## config.mk

```make
export PLATFORM = sky130hd
export DESIGN_NAME = bms_boot_sequencer
export DESIGN_NICKNAME = d
export VERILOG_FILES = /design/src/pkg/bms_pkg.sv /design/src/bms_boot_sequencer.sv /design/src/bms_rom_packer.sv
export SDC_FILE = /design/constraint.sdc
export NUM_CORES = 1
export LEC_CHECK = 0
export BUFFER_PORTS_ARGS = -buffer_cell sky130_fd_sc_hd__buf_2
export CORE_MARGIN = 5
export CORE_UTILIZATION = 43
export CTS_CLUSTER_SIZE = 12
export DETAILED_ROUTE_END_ITERATION = 10
export PLACE_DENSITY = 0.76
export SLEW_MARGIN = 40
export SYNTH_ARGS = -nofsm -noshare
export SYNTH_HDL_FRONTEND = slang
export SYNTH_HIERARCHICAL = 1
export SYNTH_SLANG_ARGS = --single-unit
```

## constraint.sdc

```tcl
create_clock -name clk -period 1.66 [get_ports clk]
set_clock_uncertainty 0.1 [all_clocks]
set_input_delay 0.332 -clock clk [delete_from_list [all_inputs] [get_ports clk]]
set_output_delay 0.332 -clock clk [all_outputs]
set_load 0.01 [all_outputs]
```

## src/pkg/bms_pkg.sv

```systemverilog
// Overview of operation
// - Reset low holds everything but the strap synchroniser in reset state.
// - Reset release starts selected configuration and boot.
// - Host boot stalls CPU, releases rest.
// - Host reads and writes all memory.
// - Host interrupt bit ends host boot.
// - Boot-ending interrupt never latched as pending.
// - Interrupt releases stall only in host boot.
// - No new interrupt until CPU clears bit.
// - Reduced variant offers no host boot.
// - External boot copies 1K bytes from space 1.
// - Four ROM bytes packed per 32-bit word.
// - Copy is one automatic block transfer.
// - Copy done releases CPU at address 0.
// - No boot executes directly from address 0.
// - Internal RAM decoded at 0, 128K bytes.
// - External spaces from 0x80000000, 256M each.
`default_nettype none
package bms_pkg;
  localparam logic [31:0] BMS_RAM_BASE = 32'h0000_0000;
  localparam logic [31:0] BMS_RAM_LAST = 32'h0001_ffff;
  localparam logic [31:0] BMS_EXT_BASE = 32'h8000_0000;
  localparam logic [31:0] BMS_EXT_LAST = 32'hbfff_ffff;
  localparam int BMS_CE_SHIFT = 28;
  localparam logic [1:0] BMS_SPACE1 = 2'h1;
  localparam logic [31:0] BMS_SPACE1_BASE = 32'h9000_0000;
  localparam logic [31:0] BMS_BOOT_DEST = 32'h0000_0000;
  localparam int BMS_BOOT_BYTES = 1024;
  localparam int BMS_BYTES_PER_WORD = 4;
  localparam logic [2:0] BMS_ROM_WAIT = 3'h3;

  typedef enum logic [1:0] {
    BMS_MODE_NONE = 2'h0,
    BMS_MODE_HOST = 2'h1,
    BMS_MODE_EXT = 2'h2
  } bms_mode_type;

  typedef struct packed {
    logic req;
    logic we;
    logic [31:0] addr;
    logic [31:0] wdata;
  } bms_mem_req_type;

  typedef struct packed {
    logic ram_sel;
    logic ext_sel;
    logic [1:0] ce;
  } bms_decode_type;

  function automatic bms_decode_type bms_decode(input logic [31:0] a);
    bms_decode_type d;
    d.ram_sel = (a >= BMS_RAM_BASE) && (a <= BMS_RAM_LAST);
    d.ext_sel = (a >= BMS_EXT_BASE) && (a <= BMS_EXT_LAST);
    d.ce = a[BMS_CE_SHIFT+1:BMS_CE_SHIFT];
    return d;
  endfunction : bms_decode
endpackage : bms_pkg
`default_nettype wire

```

## src/bms_boot_sequencer.sv

```systemverilog
`default_nettype none
module bms_boot_sequencer
  import bms_pkg::*;
#(
  parameter bit HAS_HOST_PORT = 1'b1,
  parameter int BOOT_BYTES = BMS_BOOT_BYTES
)
(
  // Clock and reset
  input wire logic clk,
  input wire logic nrst,
  // Boot mode straps from pins
  input wire logic [1:0] boot_mode_pins,
  // Host port side
  input wire logic host_req,
  input wire logic host_we,
  input wire logic [31:0] host_addr,
  input wire logic [31:0] host_wdata,
  output logic host_ack,
  input wire logic host_to_cpu_interrupt_bit,
  // CPU side
  input wire logic cpu_clear_interrupt,
  output logic cpu_stall,
  output logic cpu_reset_n,
  output logic [31:0] cpu_start_addr,
  output logic cpu_int_pending,
  output logic periph_reset_n,
  // Boot ROM in chip-enable space 1
  output logic [31:0] rom_addr,
  output logic rom_rd,
  input wire logic [7:0] rom_data,
  input wire logic rom_valid,
  // Memory port for host reads and writes and the boot copy, decoded to internal RAM or external spaces
  output bms_mem_req_type mem,
  input wire logic mem_ack,
  output logic mem_ram_sel,
  output logic mem_ext_sel,
  output logic [1:0] mem_ce,
  // Status
  output bms_mode_type boot_mode,
  output logic boot_done
);
  typedef enum logic [2:0] {SQ_RESET, SQ_CAPTURE, SQ_HOST, SQ_COPY, SQ_RUN} bms_sq_state_type;
  bms_sq_state_type state;
  logic [1:0] pin_meta;
  logic [1:0] pin_sync;
  logic int_meta;
  logic int_sync;
  logic int_prev;
  logic int_blocked;
  logic copy_start;
  logic copy_done;
  bms_mem_req_type copy_wr;
  bms_mode_type next_mode;

  wire logic int_rise = int_sync && !int_prev;
  always_comb
  begin
    unique case (pin_sync)
      2'h1: next_mode = HAS_HOST_PORT ? BMS_MODE_HOST : BMS_MODE_NONE;
      2'h2: next_mode = BMS_MODE_EXT;
      default: next_mode = BMS_MODE_NONE;
    endcase
  end

  wire logic host_path = (state == SQ_HOST) || (state == SQ_RUN && boot_mode == BMS_MODE_HOST);
  wire bms_mem_req_type host_mem = '{req: host_req, we: host_we, addr: host_addr,
                                     wdata: host_wdata};
  assign mem = (state == SQ_COPY) ? copy_wr : (host_path ? host_mem : '0);
  assign host_ack = host_path && mem_ack;
  wire bms_decode_type dec = bms_decode(mem.addr);
  assign mem_ram_sel = dec.ram_sel;
  assign mem_ext_sel = dec.ext_sel;
  assign mem_ce = dec.ce;

  assign periph_reset_n = (state != SQ_RESET) && (state != SQ_CAPTURE);
  assign cpu_reset_n = periph_reset_n;
  assign cpu_stall = (state != SQ_RUN);
  assign cpu_start_addr = BMS_BOOT_DEST;
  assign boot_done = (state == SQ_RUN);
  assign copy_start = (state == SQ_COPY);

  // The strap synchroniser keeps running through reset, so the capture sees settled pins.
  always_ff @(posedge clk)
  begin
    pin_meta <= boot_mode_pins;
    pin_sync <= pin_meta;
  end

  always_ff @(posedge clk or negedge nrst)
  begin
    if (!nrst)
    begin
      int_meta <= 1'b0;
      int_sync <= 1'b0;
      int_prev <= 1'b0;
    end
    else
    begin
      int_meta <= host_to_cpu_interrupt_bit;
      int_sync <= int_meta;
      int_prev <= int_sync;
    end
  end

  always_ff @(posedge clk or negedge nrst)
  begin
    if (!nrst)
    begin
      state <= SQ_RESET;
      boot_mode <= BMS_MODE_NONE;
    end
    else
    begin
      unique case (state)
        SQ_RESET:
          state <= SQ_CAPTURE;
        SQ_CAPTURE:
        begin
          boot_mode <= next_mode;
          unique case (next_mode)
            BMS_MODE_HOST: state <= SQ_HOST;
            BMS_MODE_EXT: state <= SQ_COPY;
            default: state <= SQ_RUN;
          endcase
        end
        SQ_HOST:
          if (int_rise)
            state <= SQ_RUN;
        SQ_COPY:
          if (copy_done)
            state <= SQ_RUN;
        SQ_RUN:
          state <= SQ_RUN;
        default:
          state <= SQ_RESET;
      endcase
    end
  end

  always_ff @(posedge clk or negedge nrst)
  begin
    if (!nrst)
    begin
      int_blocked <= 1'b0;
      cpu_int_pending <= 1'b0;
    end
    else
    begin
      if (state == SQ_HOST && int_rise)
        int_blocked <= 1'b1;
      else if (state == SQ_RUN && int_rise && !int_blocked)
        int_blocked <= 1'b1;
      else if (cpu_clear_interrupt)
        int_blocked <= 1'b0;
      if (state == SQ_RUN && int_rise && !int_blocked)
        cpu_int_pending <= 1'b1;
      else if (cpu_clear_interrupt)
        cpu_int_pending <= 1'b0;
    end
  end

  bms_rom_packer #(
    .WORDS(BOOT_BYTES / BMS_BYTES_PER_WORD)
  ) u_packer (
    .clk(clk),
    .nrst(nrst),
    .start(copy_start),
    .done(copy_done),
    .rom_addr(rom_addr),
    .rom_rd(rom_rd),
    .rom_data(rom_data),
    .rom_valid(rom_valid),
    .wr(copy_wr),
    .wr_ack(mem_ack)
  );

  AST_STALL_UNTIL_RUN: assert property (@(posedge clk) disable iff (!nrst)
    $fell(cpu_stall) |-> (boot_mode == BMS_MODE_NONE) ||
      (boot_mode == BMS_MODE_HOST && $past(int_rise)) ||
      (boot_mode == BMS_MODE_EXT && $past(copy_done)))
    else $error("CPU left stall before boot finished.");
  AST_HOST_PERIPH: assert property (@(posedge clk) disable iff (!nrst)
    state == SQ_HOST |-> cpu_stall && periph_reset_n && cpu_reset_n)
    else $error("Host boot did not release peripherals with CPU stalled.");
  AST_HOST_PASS: assert property (@(posedge clk) disable iff (!nrst)
    state == SQ_HOST && host_req |-> mem.req && mem.addr == host_addr)
    else $error("Host request not passed to memory.");
  AST_RESET_OUTPUTS: assert property (@(posedge clk) disable iff (!nrst)
    !periph_reset_n |-> cpu_stall && !mem.req && !cpu_int_pending && !boot_done)
    else $error("Outputs left reset state too early.");
  AST_COPY_STALL: assert property (@(posedge clk) disable iff (!nrst)
    state == SQ_COPY && !copy_done |=> cpu_stall)
    else $error("CPU released during boot copy.");
  AST_HOST_RELEASE: assert property (@(posedge clk) disable iff (!nrst)
    state == SQ_HOST && int_rise |=> !cpu_stall)
    else $error("Host interrupt did not release stall.");
  AST_HOST_ONLY: assert property (@(posedge clk) disable iff (!nrst)
    $rose(boot_done) && $past(state) == SQ_HOST |-> boot_mode == BMS_MODE_HOST)
    else $error("Stall released by interrupt outside host boot.");
  AST_NO_LATCH: assert property (@(posedge clk) disable iff (!nrst)
    state == SQ_HOST |=> !cpu_int_pending)
    else $error("Boot interrupt latched as pending.");
  AST_BLOCKED: assert property (@(posedge clk) disable iff (!nrst)
    int_blocked && !cpu_clear_interrupt |=> !$rose(cpu_int_pending))
    else $error("Interrupt accepted before CPU cleared bit.");
  AST_MODE_HELD: assert property (@(posedge clk) disable iff (!nrst)
    state != SQ_CAPTURE && state != SQ_RESET |=> $stable(boot_mode))
    else $error("Boot mode changed after capture.");
  AST_NO_HOST_VARIANT: assert property (@(posedge clk) disable iff (!nrst)
    !HAS_HOST_PORT |-> boot_mode != BMS_MODE_HOST)
    else $error("Host boot on variant without host port.");
  AST_COPY_RELEASE: assert property (@(posedge clk) disable iff (!nrst)
    state == SQ_COPY && copy_done |=> boot_done && !cpu_stall)
    else $error("Copy completion did not release CPU.");
  AST_START_SEQ: assert property (@(posedge clk) disable iff (!nrst)
    state == SQ_RESET |=> state == SQ_CAPTURE ##1 periph_reset_n)
    else $error("Release sequence out of order.");
  AST_COPY_DEST: assert property (@(posedge clk) disable iff (!nrst)
    state == SQ_COPY && mem.req |-> mem_ram_sel)
    else $error("Boot copy written outside internal RAM.");
endmodule : bms_boot_sequencer
`default_nettype wire

```

## src/bms_rom_packer.sv

```systemverilog
`default_nettype none
module bms_rom_packer
  import bms_pkg::*;
#(
  parameter int WORDS = BMS_BOOT_BYTES / BMS_BYTES_PER_WORD
)
(
  // Clock and reset
  input wire logic clk,
  input wire logic nrst,
  // Control
  input wire logic start,
  output logic done,
  // Byte ROM side
  output logic [31:0] rom_addr,
  output logic rom_rd,
  input wire logic [7:0] rom_data,
  input wire logic rom_valid,
  // Word write side
  output bms_mem_req_type wr,
  input wire logic wr_ack
);
  typedef enum logic [1:0] {PK_IDLE, PK_READ, PK_WRITE, PK_DONE} bms_pk_state_type;
  bms_pk_state_type state;
  logic [$clog2(WORDS)-1:0] word_idx;
  logic [1:0] byte_idx;
  logic [23:0] acc;
  wire logic last_byte = (byte_idx == 2'(BMS_BYTES_PER_WORD - 1));
  wire logic last_word = (word_idx == ($clog2(WORDS))'(WORDS - 1));
  wire logic [31:0] word_bytes = 32'({word_idx, byte_idx});

  assign rom_addr = BMS_SPACE1_BASE + word_bytes;
  assign rom_rd = (state == PK_READ);
  assign done = (state == PK_DONE);

  // byte packing
  // First byte lands in the low lane, matching the system byte order.
  always_ff @(posedge clk or negedge nrst)
  begin
    if (!nrst)
    begin
      state <= PK_IDLE;
      word_idx <= '0;
      byte_idx <= '0;
      acc <= '0;
      wr <= '0;
    end
    else
    begin
      unique case (state)
        PK_IDLE:
          if (start)
            state <= PK_READ;
        PK_READ:
          if (rom_valid)
          begin
            byte_idx <= byte_idx + 2'h1;
            if (last_byte)
            begin
              wr.req <= 1'b1;
              wr.we <= 1'b1;
              wr.addr <= BMS_BOOT_DEST + {word_bytes[31:2], 2'h0};
              wr.wdata <= {rom_data, acc};
              state <= PK_WRITE;
            end
            else
              acc <= {rom_data, acc[23:8]};
          end
        PK_WRITE:
          if (wr_ack)
          begin
            wr.req <= 1'b0;
            word_idx <= word_idx + 1'b1;
            state <= last_word ? PK_DONE : PK_READ;
          end
        PK_DONE:
          state <= PK_DONE;
      endcase
    end
  end

  AST_WRITE_HOLDS: assert property (@(posedge clk) disable iff (!nrst)
    wr.req && !wr_ack |=> wr.req && $stable(wr.addr) && $stable(wr.wdata))
    else $error("Packed word write dropped before acknowledge.");
endmodule : bms_rom_packer
`default_nettype wire

```

-- Word level (Yosys, flattened, before mapping)
Cells that the tools add are included.
- add/subtract/negate cells: 3
- order comparisons: 4
- equal/unequal tests: 22
- muxes and demuxes: 20
- bitwise logic cells: 1
- reductions and logical operators: 25
- operator list (kind ; count):
    $mux W66 ; 4
    $add A32 B10 Y32 const A ; 1
    $ge A32 B1 Y1 const B ; 1
    $ge A32 B32 Y1 const B ; 1
    $le A32 B17 Y1 const B ; 1
    $le A32 B32 Y1 const B ; 1
    $pmux W3 S5 ; 1
    $eq A2 B2 Y1 const B ; 5
    $mux W2 ; 5
    $logic_and A1 B1 Y1 ; 9
    $add A8 B1 Y8 const B ; 1
    $eq A2 B1 Y1 const B ; 4
    $eq A8 B8 Y1 const B ; 1
    $pmux W2 S4 ; 1
    $reduce_and A4 Y1 ; 2
    $eq A3 B2 Y1 const B ; 2
    $mux W3 ; 2
    $ne A2 B1 Y1 const B ; 3
    $ne A2 B2 Y1 const B ; 3
    $pmux W3 S2 ; 1
    $reduce_and A2 Y1 ; 3
    $reduce_and A3 Y1 ; 2
    $reduce_bool A3 Y1 ; 2
    $mux W1 ; 4
    other kinds (13) ; 15
- register bits after elaboration: 92
- output and inout port bits: 143
- word-level logic and storage cells: 92

-- Longest topological paths before layout
Gate-level depths: netlist of the first run.
- depth in word-level cells: 7
- gate-level depth with buffers: 7

-- By module
Netlist of the first run, hierarchy kept.
- by module, submodules not included (module ; instances ; cells each ; area each (µm²) ; sequential area each (µm²)):
    bms_rom_packer ; 1 ; 239 ; 3364.5 ; 1951.9
    bms_boot_sequencer ; 1 ; 179 ; 1597.8 ; 330.3

-- Worst setup path before layout of the first run
Ideal clock, no wire load.
- kind: reg-to-output
- start: register, netlist name state[1]
- end: output mem_ce[0]
- arrival time: 1.516 ns
- path slack: -0.288 ns
- stages on the path, launching flop included: 8
- buffers on the path: 4
- cell sequence: dfrtp_1 buf_2 nand4bb_1 a21oi_2 buf_6 buf_6 a22o_1 buf_4
- RTL lines (what ; RTL line ; RTL):
    end: declaration ; bms_boot_sequencer.sv:38 ; output logic [1:0] mem_ce,

==> run summary, run 1 <==
Clock Tree Buf Depth: 2
Cells after Synth: 418
Critical Path, Cell by Cell: nand4bb_4, a21oi_4, buf_12, buf_12, buf_12, a22o_1, buf_2
Max Transition Viols Final: 0
area share of the largest cell type after synthesis: 44.4%
DP Area: 5920 µm²
Final ANT Viol Nets: 0
Max FO, Critical Path: 9
Crit. End Element: output port
Synth area leaders: dfrtp_1 (44%), mux2_2 (15%), buf_4 (13%)
Die Area: 13800 µm²
hold crit path type: in -> reg
failing checks: setup timing
power density over the cells: 1680 nW/µm²
number of I/O pins: 225
vias in the first global route: 4044
RR Startpoint: u_packer/state[1]
Chip Width: 117 µm
Worst VDD drop: 0.819 mV
startpoint types: flip-flop
Vias: 3820
final setup vio count: 75
cell area after layout: 6810 µm²
Worst R2R End: u_packer/acc[21]
gr usage total: 18.0%
layout cells sized above 1: 52.7%
Routed WL: 13.3 mm
Post-Syn Area: 4960 µm²
area leader, netlist: dfrtp_1
worst reg2reg setup slack: 70 ps
setup slack at placement: -270 ps
Placer Congestion: 0.857
worst setup margin: -568 ps
Final TNS setup: -37600 ps
number of flops mapped to enable cells by yosys: 0
fmax: 0.449 GHz
Rows: 39
clock buffer count from CTS: 9
Final Cycle Share: 134%
DRC Markers: 0
Hold EP: int_blocked
number of cells on the worst hold path: 2
drt pass-1 iters: 4
clock sink count: 92
Die H: 117 µm
unrepaired setup endpoints after global routing: true
initial antenna violation count: 0
Pleak: 3.56 nW
Placed Cells: 738
Core Box Area: 11400 µm²
Crit path arrival time: 1800 ps
ys async rst share: 95.7%
I/O Buffers: 170
vias per cell: 4.85
most frequent cells after synthesis: dfrtp_1 (88), buf_4 (84), mux2_2 (67), a22o_1 (66), nand2_1 (11)
CTS tree: built
Initial DRC Count: 103
status: finished, violations left
Area growth syn-to-layout: 37.2%
Reg clk slew, reported paths: 60 ps
min-delay src: cpu_clear_interrupt
top-count cell post-synth: dfrtp_1
CP peak stage delay: 400 ps
Root Buffer: clkbuf_16
hpwl dp: 9.37 mm
n_diodes: 0
register area share after synthesis: 46.0%
final net count: 727
Ys Warns: 6
Netlist cell types: 39
total power draw: 11.4 mW
first-pass GRT wire length: 20.5 mm
Worst-Skew Late Latency: 330 ps
Post-synth top flop: dfrtp_1
GRT Residual Overflow: 0
DR WL/cell: 16.9 µm
Worst Path Required: 1230 ps
H-tree depth: 3
Min Clock Period, post-route: 2230 ps
cell mode on critical path: buf_12
effective utilization at floorplan: 43.6%
Crit-path slowest cell: dfrtp_1
Non-Filler Instances: 788
Synth Area per Inst: 11.9 µm²
#FFs+latches synth: 92
largest net degree at the start of global routing: 34
Maximum Capacitance Violations: 0
Crit Path Class: reg -> out
Final Hold Fails: 0
Worst R2R Path Depth: 4
## cell families (layout without fill, tap and decap cells)
group                    count (synthesis)  in the layout  share of synthesized area (%)
AO/OA/AOI/OAI                           79             79                           13.4
XOR/XNOR                                 8              8                           1.41
adder cells (fa/ha/maj)                  5              5                           1.26
buffers and inverters                  110            262                           16.2
flip-flops                              92             92                           46.0
multiplexers                            68             68                           15.4
other                                    3             78                          0.227
AND/OR/NAND/NOR                         53             53                           6.03
## layout make-up
type	instances	area [µm²]
fillers	915	4560
multi-input cells	291	2300
flip-flops and latches	92	2290
repair buffers	238	1720
clock buffers	12	246
well taps	143	179
clock inverters	4	50.0
inverters	8	30.0
## layout by cell type (no fill, tap or decap), types with 2 or more instances in the layout
master and n:
nor4_1 7, buf_16 2, dfrtp_1 85, nand3b_1 3, xor2_1 3, mux2_2 67, buf_12 12, a21oi_1 2
dfxtp_1 4, ha_1 4, o32ai_1 2, buf_6 19, conb_1 78, inv_1 7, nand2_1 9, buf_2 160
dfrtp_2 3, nand3_1 4, nand2b_1 2, nor2b_4 2, clkinvlp_4 2, nor2_1 6, a22o_1 60, o21ai_0 2
clkbuf_1 2, dlygate4sd3_1 4, nor2_4 2, clkbuf_16 12, nor3_1 3, a22o_4 6, nand4_1 4, buf_4 37
and2_1 2, xnor2_1 5
## routing by layer
layer / vias to the layer above / global-route usage [%] / part of all wire, %
met5: - / 0 / 0
met4: 0 / 4.86 / 0.98
met3: 14 / 5.00 / 6.7
met2: 163 / 32.7 / 53
met1: 1858 / 20.7 / 39
li1: 1785 / - / -
## critical path: cells and delay by family (launching register included)
family                 cells  cell delay [ps]
DFF                        1              400
and+or+nand+nor            1              240
AOI/OAI and AO/OA          2              320
buffers and inverters      4              500
## per-stage QoR
stage | hold slack (ps) | util (%)
CTS | 83.2 | 57.5
detailed placement | 172 | 52.1
floorplan | -63.6 | -
finish | 102 | 59.9
global route | 87.1 | 59.9
global placement | 169 | 52.1
## power by group
group	leakage, nW	switching, mW	internal (mW)	total [mW]
Combinational	2.30	2.35	3.20	5.55
Clock	0.139	0.811	1.21	2.02
Sequential	1.12	0.700	3.15	3.85
Total	3.56	3.86	7.55	11.4
## flip-flops by register name, indices dropped and copies added (netlist names)
register and count:
boot_mode 2, cpu_int_pending 1, int_blocked 1, int_meta 1
int_prev 1, int_sync 1, pin_meta 2, pin_sync 2
state 3, u_packer/acc 24, u_packer/byte_idx 2, u_packer/state 2
u_packer/word_idx 8, u_packer/wr 42
## what timing repair did
action	CTS	global route
setup endpoints to repair	75	129
gates resized for setup	19	29
hold buffers	4	0
hold endpoints to repair	28	0
gates cloned	3	3
setup buffers	10	16
pin swaps	2	14
## worst max-delay path by stage
| stage | from | end | cells past startpoint |
|---|---|---|---|
| after floorplan | state[1] | mem_ce[0] | 7 |
| after global placement | state[1] | mem_ext_sel | 6 |
| after detailed placement | state[1] | mem[43] | 6 |
| after CTS | state[1] | mem[43] | 7 |
| after global routing | boot_mode[1] | mem[12] | 6 |
| final | boot_mode[1] | mem[45] | 7 |
Note: power is estimated with default switching activity, not from simulation.
==> inputs of run 2 (changes only) <==
Settings changed: CORE_MARGIN 5 to default.
==> run summary, run 2 (synthesis results as in run 1) <==
fin util: 60.3%
Crit. End Element: output port
Sw Ratio: 34.8%
DP Area: 5880 µm²
gr usage total: 20.3%
total power draw: 11.2 mW
Placed Cells: 734
Final Cycle Share: 135%
Reg clk slew, reported paths: 70 ps
number of I/O pins: 225
Gate power share: 47.9%
Vias: 3816
Worst Path Required: 1230 ps
GRT Residual Overflow: 0
max reg flops: 42
effective utilization at floorplan: 45.0%
Hold EP: int_blocked
Maximum Capacitance Violations: 0
n_diodes: 0
Worst VDD drop: 0.984 mV
Max Transition Viols Final: 0
failing checks: setup timing
hpwl dp: 8.24 mm
I/O Buffers: 170
Die Area: 12000 µm²
status: finished, violations left
Filler Cells Inserted: 882
Routed WL: 12.5 mm
clock sink count: 92
initial antenna violation count: 0
commonest non-fill, non-tap cell in the layout: buf_2
Reg power frac: 33.9%
P_sw: 3.90 mW
Final Hold Fails: 0
Worst R2R Path Depth: 8
min-delay src: cpu_clear_interrupt
vias in the first global route: 3708
Clock power frac: 18.2%
number of cells on the worst hold path: 2
area of the multi-input gates: 2290 µm²
internal power: 7.31 mW
vias per cell: 4.96
register area: 2280 µm²
Crit Path Class: reg -> out
DRC Markers: 0
CP delay by family, top: buffers and inverters
unrepaired setup endpoints after global routing: true
Worst-Skew Late Latency: 340 ps
cell area after layout: 6660 µm²
Top Registers: u_packer/wr: 42 flops, u_packer/acc: 24 flops, u_packer/word_idx: 8 flops
Die H: 109 µm
Placer Congestion: 0.772
cell mode on critical path: buf_12
hold crit path type: in -> reg
Min Clock Period, post-route: 2240 ps
largest net degree at the start of global routing: 39
RR Startpoint: state[1]
CP peak stage delay: 390 ps
CTS tree: built
Core Box Area: 11000 µm²
worst reg2reg setup slack: -90 ps
clock buffer count from CTS: 9
first-pass GRT wire length: 18.1 mm
most frequent cells in the layout: buf_2 (157), dfrtp_1 (88), conb_1 (78), mux2_2 (67), a22o_1 (62)
startpoint types: flip-flop
Crit path arrival time: 1810 ps
layout cells sized above 1: 51.1%
fmax: 0.447 GHz
Final TNS setup: -38390 ps
Rows: 38
Area growth syn-to-layout: 34.1%
final net count: 712
Root Buffer: clkbuf_16
Crit-path slowest cell: dfrtp_1
power density over the cells: 1680 nW/µm²
Non-Filler Instances: 770
Initial DRC Count: 132
H-tree depth: 3
Max FO, Critical Path: 8
CP Buf/Inv Count: 3
Reg with most FFs: u_packer/wr
final setup vio count: 78
worst setup margin: -578 ps
Clock Tree Buf Depth: 2
drt pass-1 iters: 4
DR WL/cell: 16.3 µm
Critical Path, Cell by Cell: nand4bb_4, a21oi_4, buf_12, buf_12, a22o_1, buf_2
Final ANT Viol Nets: 0
Pleak: 3.46 nW
Worst R2R End: cpu_int_pending
Chip Width: 109 µm
run 2: cell count changes in the layout (fill, tap and decap cells not counted), moves of 2 or more:
cell     previous run  this run
dfrtp_2             3         0
buf_4              37        32
buf_6              19        13
buf_2             160       157
a22o_1             60        62
inv_6               0         2
a22o_4              6         4
dfrtp_1            85        88
run 2: stage by stage:
stage / hold WS (ps) / setup slack [ps]
2_1_floorplan: -63.6 / -189
3_3_place_gp: 160 / -255
3_5_place_dp: 160 / -246
4_1_cts: 107 / -589
5_1_grt: 114 / -633
6_report: 116 / -578
run 2: timing repair:
action | 4_1_cts | 5_1_grt
hold buffers | 4 | 0
pin swaps | 9 | 8
gates resized for setup | 29 | 11
setup buffers | 10 | 1
setup endpoints to repair | 75 | 85
endpoints found under the hold margin | 26 | 0
gates cloned | 3 | 3
run 2: final cells by class:
type / count / share of cell area, %
clock buffers: 11 / 3.50
clock inverters: 5 / 0.921
inverters: 8 / 0.508
multi-input cells: 291 / 34.4
flip-flops and latches: 92 / 34.3
well taps: 140 / 2.63
repair buffers: 223 / 23.7
run 2: worst register-to-register path, stage by stage (launching register included):
cell,delay (ps)
dfrtp_1,400
buf_4,160
buf_4,150
nor2b_4,120
nand2_2,80
buf_4,140
buf_4,130
buf_4,140
o32ai_4,250
run 2: how the worst max path moves through the flow:
stage	start	to	slack (ps)	cells past startpoint
4_1_cts	state[1]	mem[64]	-590	6
6_report	boot_mode[1]	mem[64]	-580	6
2_1_floorplan	state[1]	mem_ce[0]	-190	7
5_1_grt	boot_mode[1]	mem[51]	-630	6
3_3_place_gp	host_addr[21]	mem_ram_sel	-250	5
3_5_place_dp	state[1]	mem[51]	-250	5
run 2: layer usage:
layer | global-route usage (%) | part of all wire [%]
met1 | 21.4 | 37
met2 | 38.1 | 54
met3 | 4.03 | 5.7
met4 | 10.1 | 2.7
met5 | 0 | 0
run 2: power groups by stage:
stage | registers, mW | clock network (mW) | logic, mW
floorplan | 3.62 | 0 | 3.05
global placement | 3.76 | 0 | 4.22
detailed placement | 3.80 | 0 | 4.36
CTS | 3.79 | 2.08 | 5.11
global route | 3.92 | 2.19 | 5.77
finish | 3.80 | 2.04 | 5.37
==> inputs of run 3 (changes only) <==
Settings changed: PLACE_DENSITY 0.76 to default, PLACE_DENSITY_LB_ADDON from default to 0.2.
==> run summary, run 3 (synthesis results as in run 1) <==
vias per cell: 4.82
Max Transition Viols Final: 0
worst setup margin: -600 ps
Die H: 109 µm
Worst R2R End: boot_mode[0]
I/O Buffers: 170
Sw Ratio: 34.3%
Worst-Skew Late Latency: 330 ps
Initial DRC Count: 110
CP Buf/Inv Count: 3
Min Clock Period, post-route: 2260 ps
CP delay by family, top: compound AO/OA/AOI/OAI gates
GRT Residual Overflow: 0
initial antenna violation count: 1
Max FO, Critical Path: 6
hpwl dp: 7.81 mm
effective utilization at floorplan: 45.0%
clock buffer count from CTS: 9
final net count: 720
CTS tree: built
Maximum Capacitance Violations: 0
Reg power frac: 34.3%
total power draw: 11.0 mW
Pleak: 3.50 nW
largest net degree at the start of global routing: 89
layout cells sized above 1: 52.2%
Final Cycle Share: 136%
worst reg2reg setup slack: 30 ps
max reg flops: 42
fmax: 0.443 GHz
DR WL/cell: 15.4 µm
Final ANT Viol Nets: 0
Worst R2R Path Depth: 5
Final Hold Fails: 0
Crit Path Class: reg -> out
Reg with most FFs: u_packer/wr
Core Box Area: 11000 µm²
gr usage total: 19.7%
Vias: 3753
Reg clk slew, reported paths: 70 ps
Top Registers: u_packer/wr: 42 flops, u_packer/acc: 24 flops, u_packer/word_idx: 8 flops
RR Startpoint: state[1]
clock sink count: 92
most frequent cells in the layout: buf_2 (159), dfrtp_1 (86), conb_1 (78), mux2_2 (65), a22o_1 (62)
Critical Path, Cell by Cell: buf_6, nand2b_4, a21oi_4, buf_4, a22o_1, a221oi_2, buf_2
Placer Congestion: 0.748
CP peak stage delay: 410 ps
H-tree depth: 3
hold crit path type: in -> reg
Gate power share: 48.1%
P_sw: 3.79 mW
number of I/O pins: 225
Hold EP: int_blocked
Chip Width: 109 µm
final setup vio count: 75
number of cells on the worst hold path: 2
Crit. End Element: output port
min-delay src: cpu_clear_interrupt
first-pass GRT wire length: 17.6 mm
Area growth syn-to-layout: 34.9%
commonest non-fill, non-tap cell in the layout: buf_2
Clock Tree Buf Depth: 2
Crit path arrival time: 1830 ps
status: finished, violations left
fin util: 60.7%
Routed WL: 12.0 mm
failing checks: setup timing
Die Area: 12000 µm²
unrepaired setup endpoints after global routing: true
Worst Path Required: 1230 ps
DRC Markers: 0
Rows: 38
Root Buffer: clkbuf_16
internal power: 7.25 mW
startpoint types: flip-flop
power density over the cells: 1650 nW/µm²
drt pass-1 iters: 4
vias in the first global route: 3618
Clock power frac: 17.6%
Filler Cells Inserted: 914
Crit-path slowest cell: dfrtp_1
Worst VDD drop: 0.863 mV
-- run 3: repair_timing --
item,CTS,global route
pin swaps,9,8
endpoints found under the setup margin,77,102
resized for setup,36,13
gates cloned,2,4
hold endpoints to repair,91,0
hold buffers,4,0
buffers inserted,13,9
-- run 3: metrics by stage --
| step | cell area [µm²] | setup slack, ps | std cells | hold slack, ps | setup TNS [ps] |
|---|---|---|---|---|---|
| after floorplan | 5280 | -189 | 493 | -63.6 | -6950 |
| after global placement | 5870 | -290 | 737 | 212 | -15700 |
| after detailed placement | 5870 | -331 | 737 | 215 | -18500 |
| after CTS | 6510 | -572 | 770 | 70.5 | -36700 |
| after global routing | 6690 | -654 | 779 | 69.7 | -42740 |
| final | 6690 | -600 | 779 | 83.5 | -35620 |
-- run 3: power by group through the flow --
stage	Sequential (mW)	Combinational, mW	Clock (mW)
final	3.78	5.31	1.94
after global routing	3.92	5.76	2.10
after CTS	3.78	4.98	2.00
after detailed placement	3.80	4.31	0
after global placement	3.77	4.21	0
after floorplan	3.62	3.05	0
-- run 3: cell type report --
| class | count | area (µm²) | area share [%] |
|---|---|---|---|
| clock inverters | 5 | 35.0 | 0.523 |
| multi-input cells | 291 | 2290 | 34.2 |
| repair buffers | 231 | 1620 | 24.3 |
| well taps | 140 | 175 | 2.62 |
| diodes | 1 | 2.50 | 0.0374 |
| clock buffers | 11 | 253 | 3.78 |
| inverters | 8 | 32.5 | 0.486 |
| flip-flops and latches | 92 | 2280 | 34.1 |
-- run 3: routing by layer --
| metal | GRT usage (%) | up-vias | share of wire [%] |
|---|---|---|---|
| met5 | 0 | - | 0 |
| met4 | 7.81 | 0 | 2.0 |
| met3 | 3.91 | 18 | 5.5 |
| met2 | 35.8 | 138 | 52 |
| met1 | 22.6 | 1814 | 40 |
| li1 | - | 1783 | - |
-- run 3: worst max path at each step --
stage | slack, ps | from | end | cells past startpoint
floorplan | -190 | state[1] | mem_ce[0] | 7
global placement | -290 | state[1] | mem[16] | 5
detailed placement | -330 | state[1] | mem[16] | 5
CTS | -570 | boot_mode[1] | mem[16] | 6
global route | -650 | state[1] | mem[12] | 6
finish | -600 | state[1] | mem_ram_sel | 7
-- run 3: worst reg2reg max path: cells and delay by family (launching register included) --
kind / cells / cell delay [ps]
AND/OR/NAND/NOR: 2 / 410
flip-flops: 1 / 410
multiplexers: 1 / 320
buffers and inverters: 2 / 280
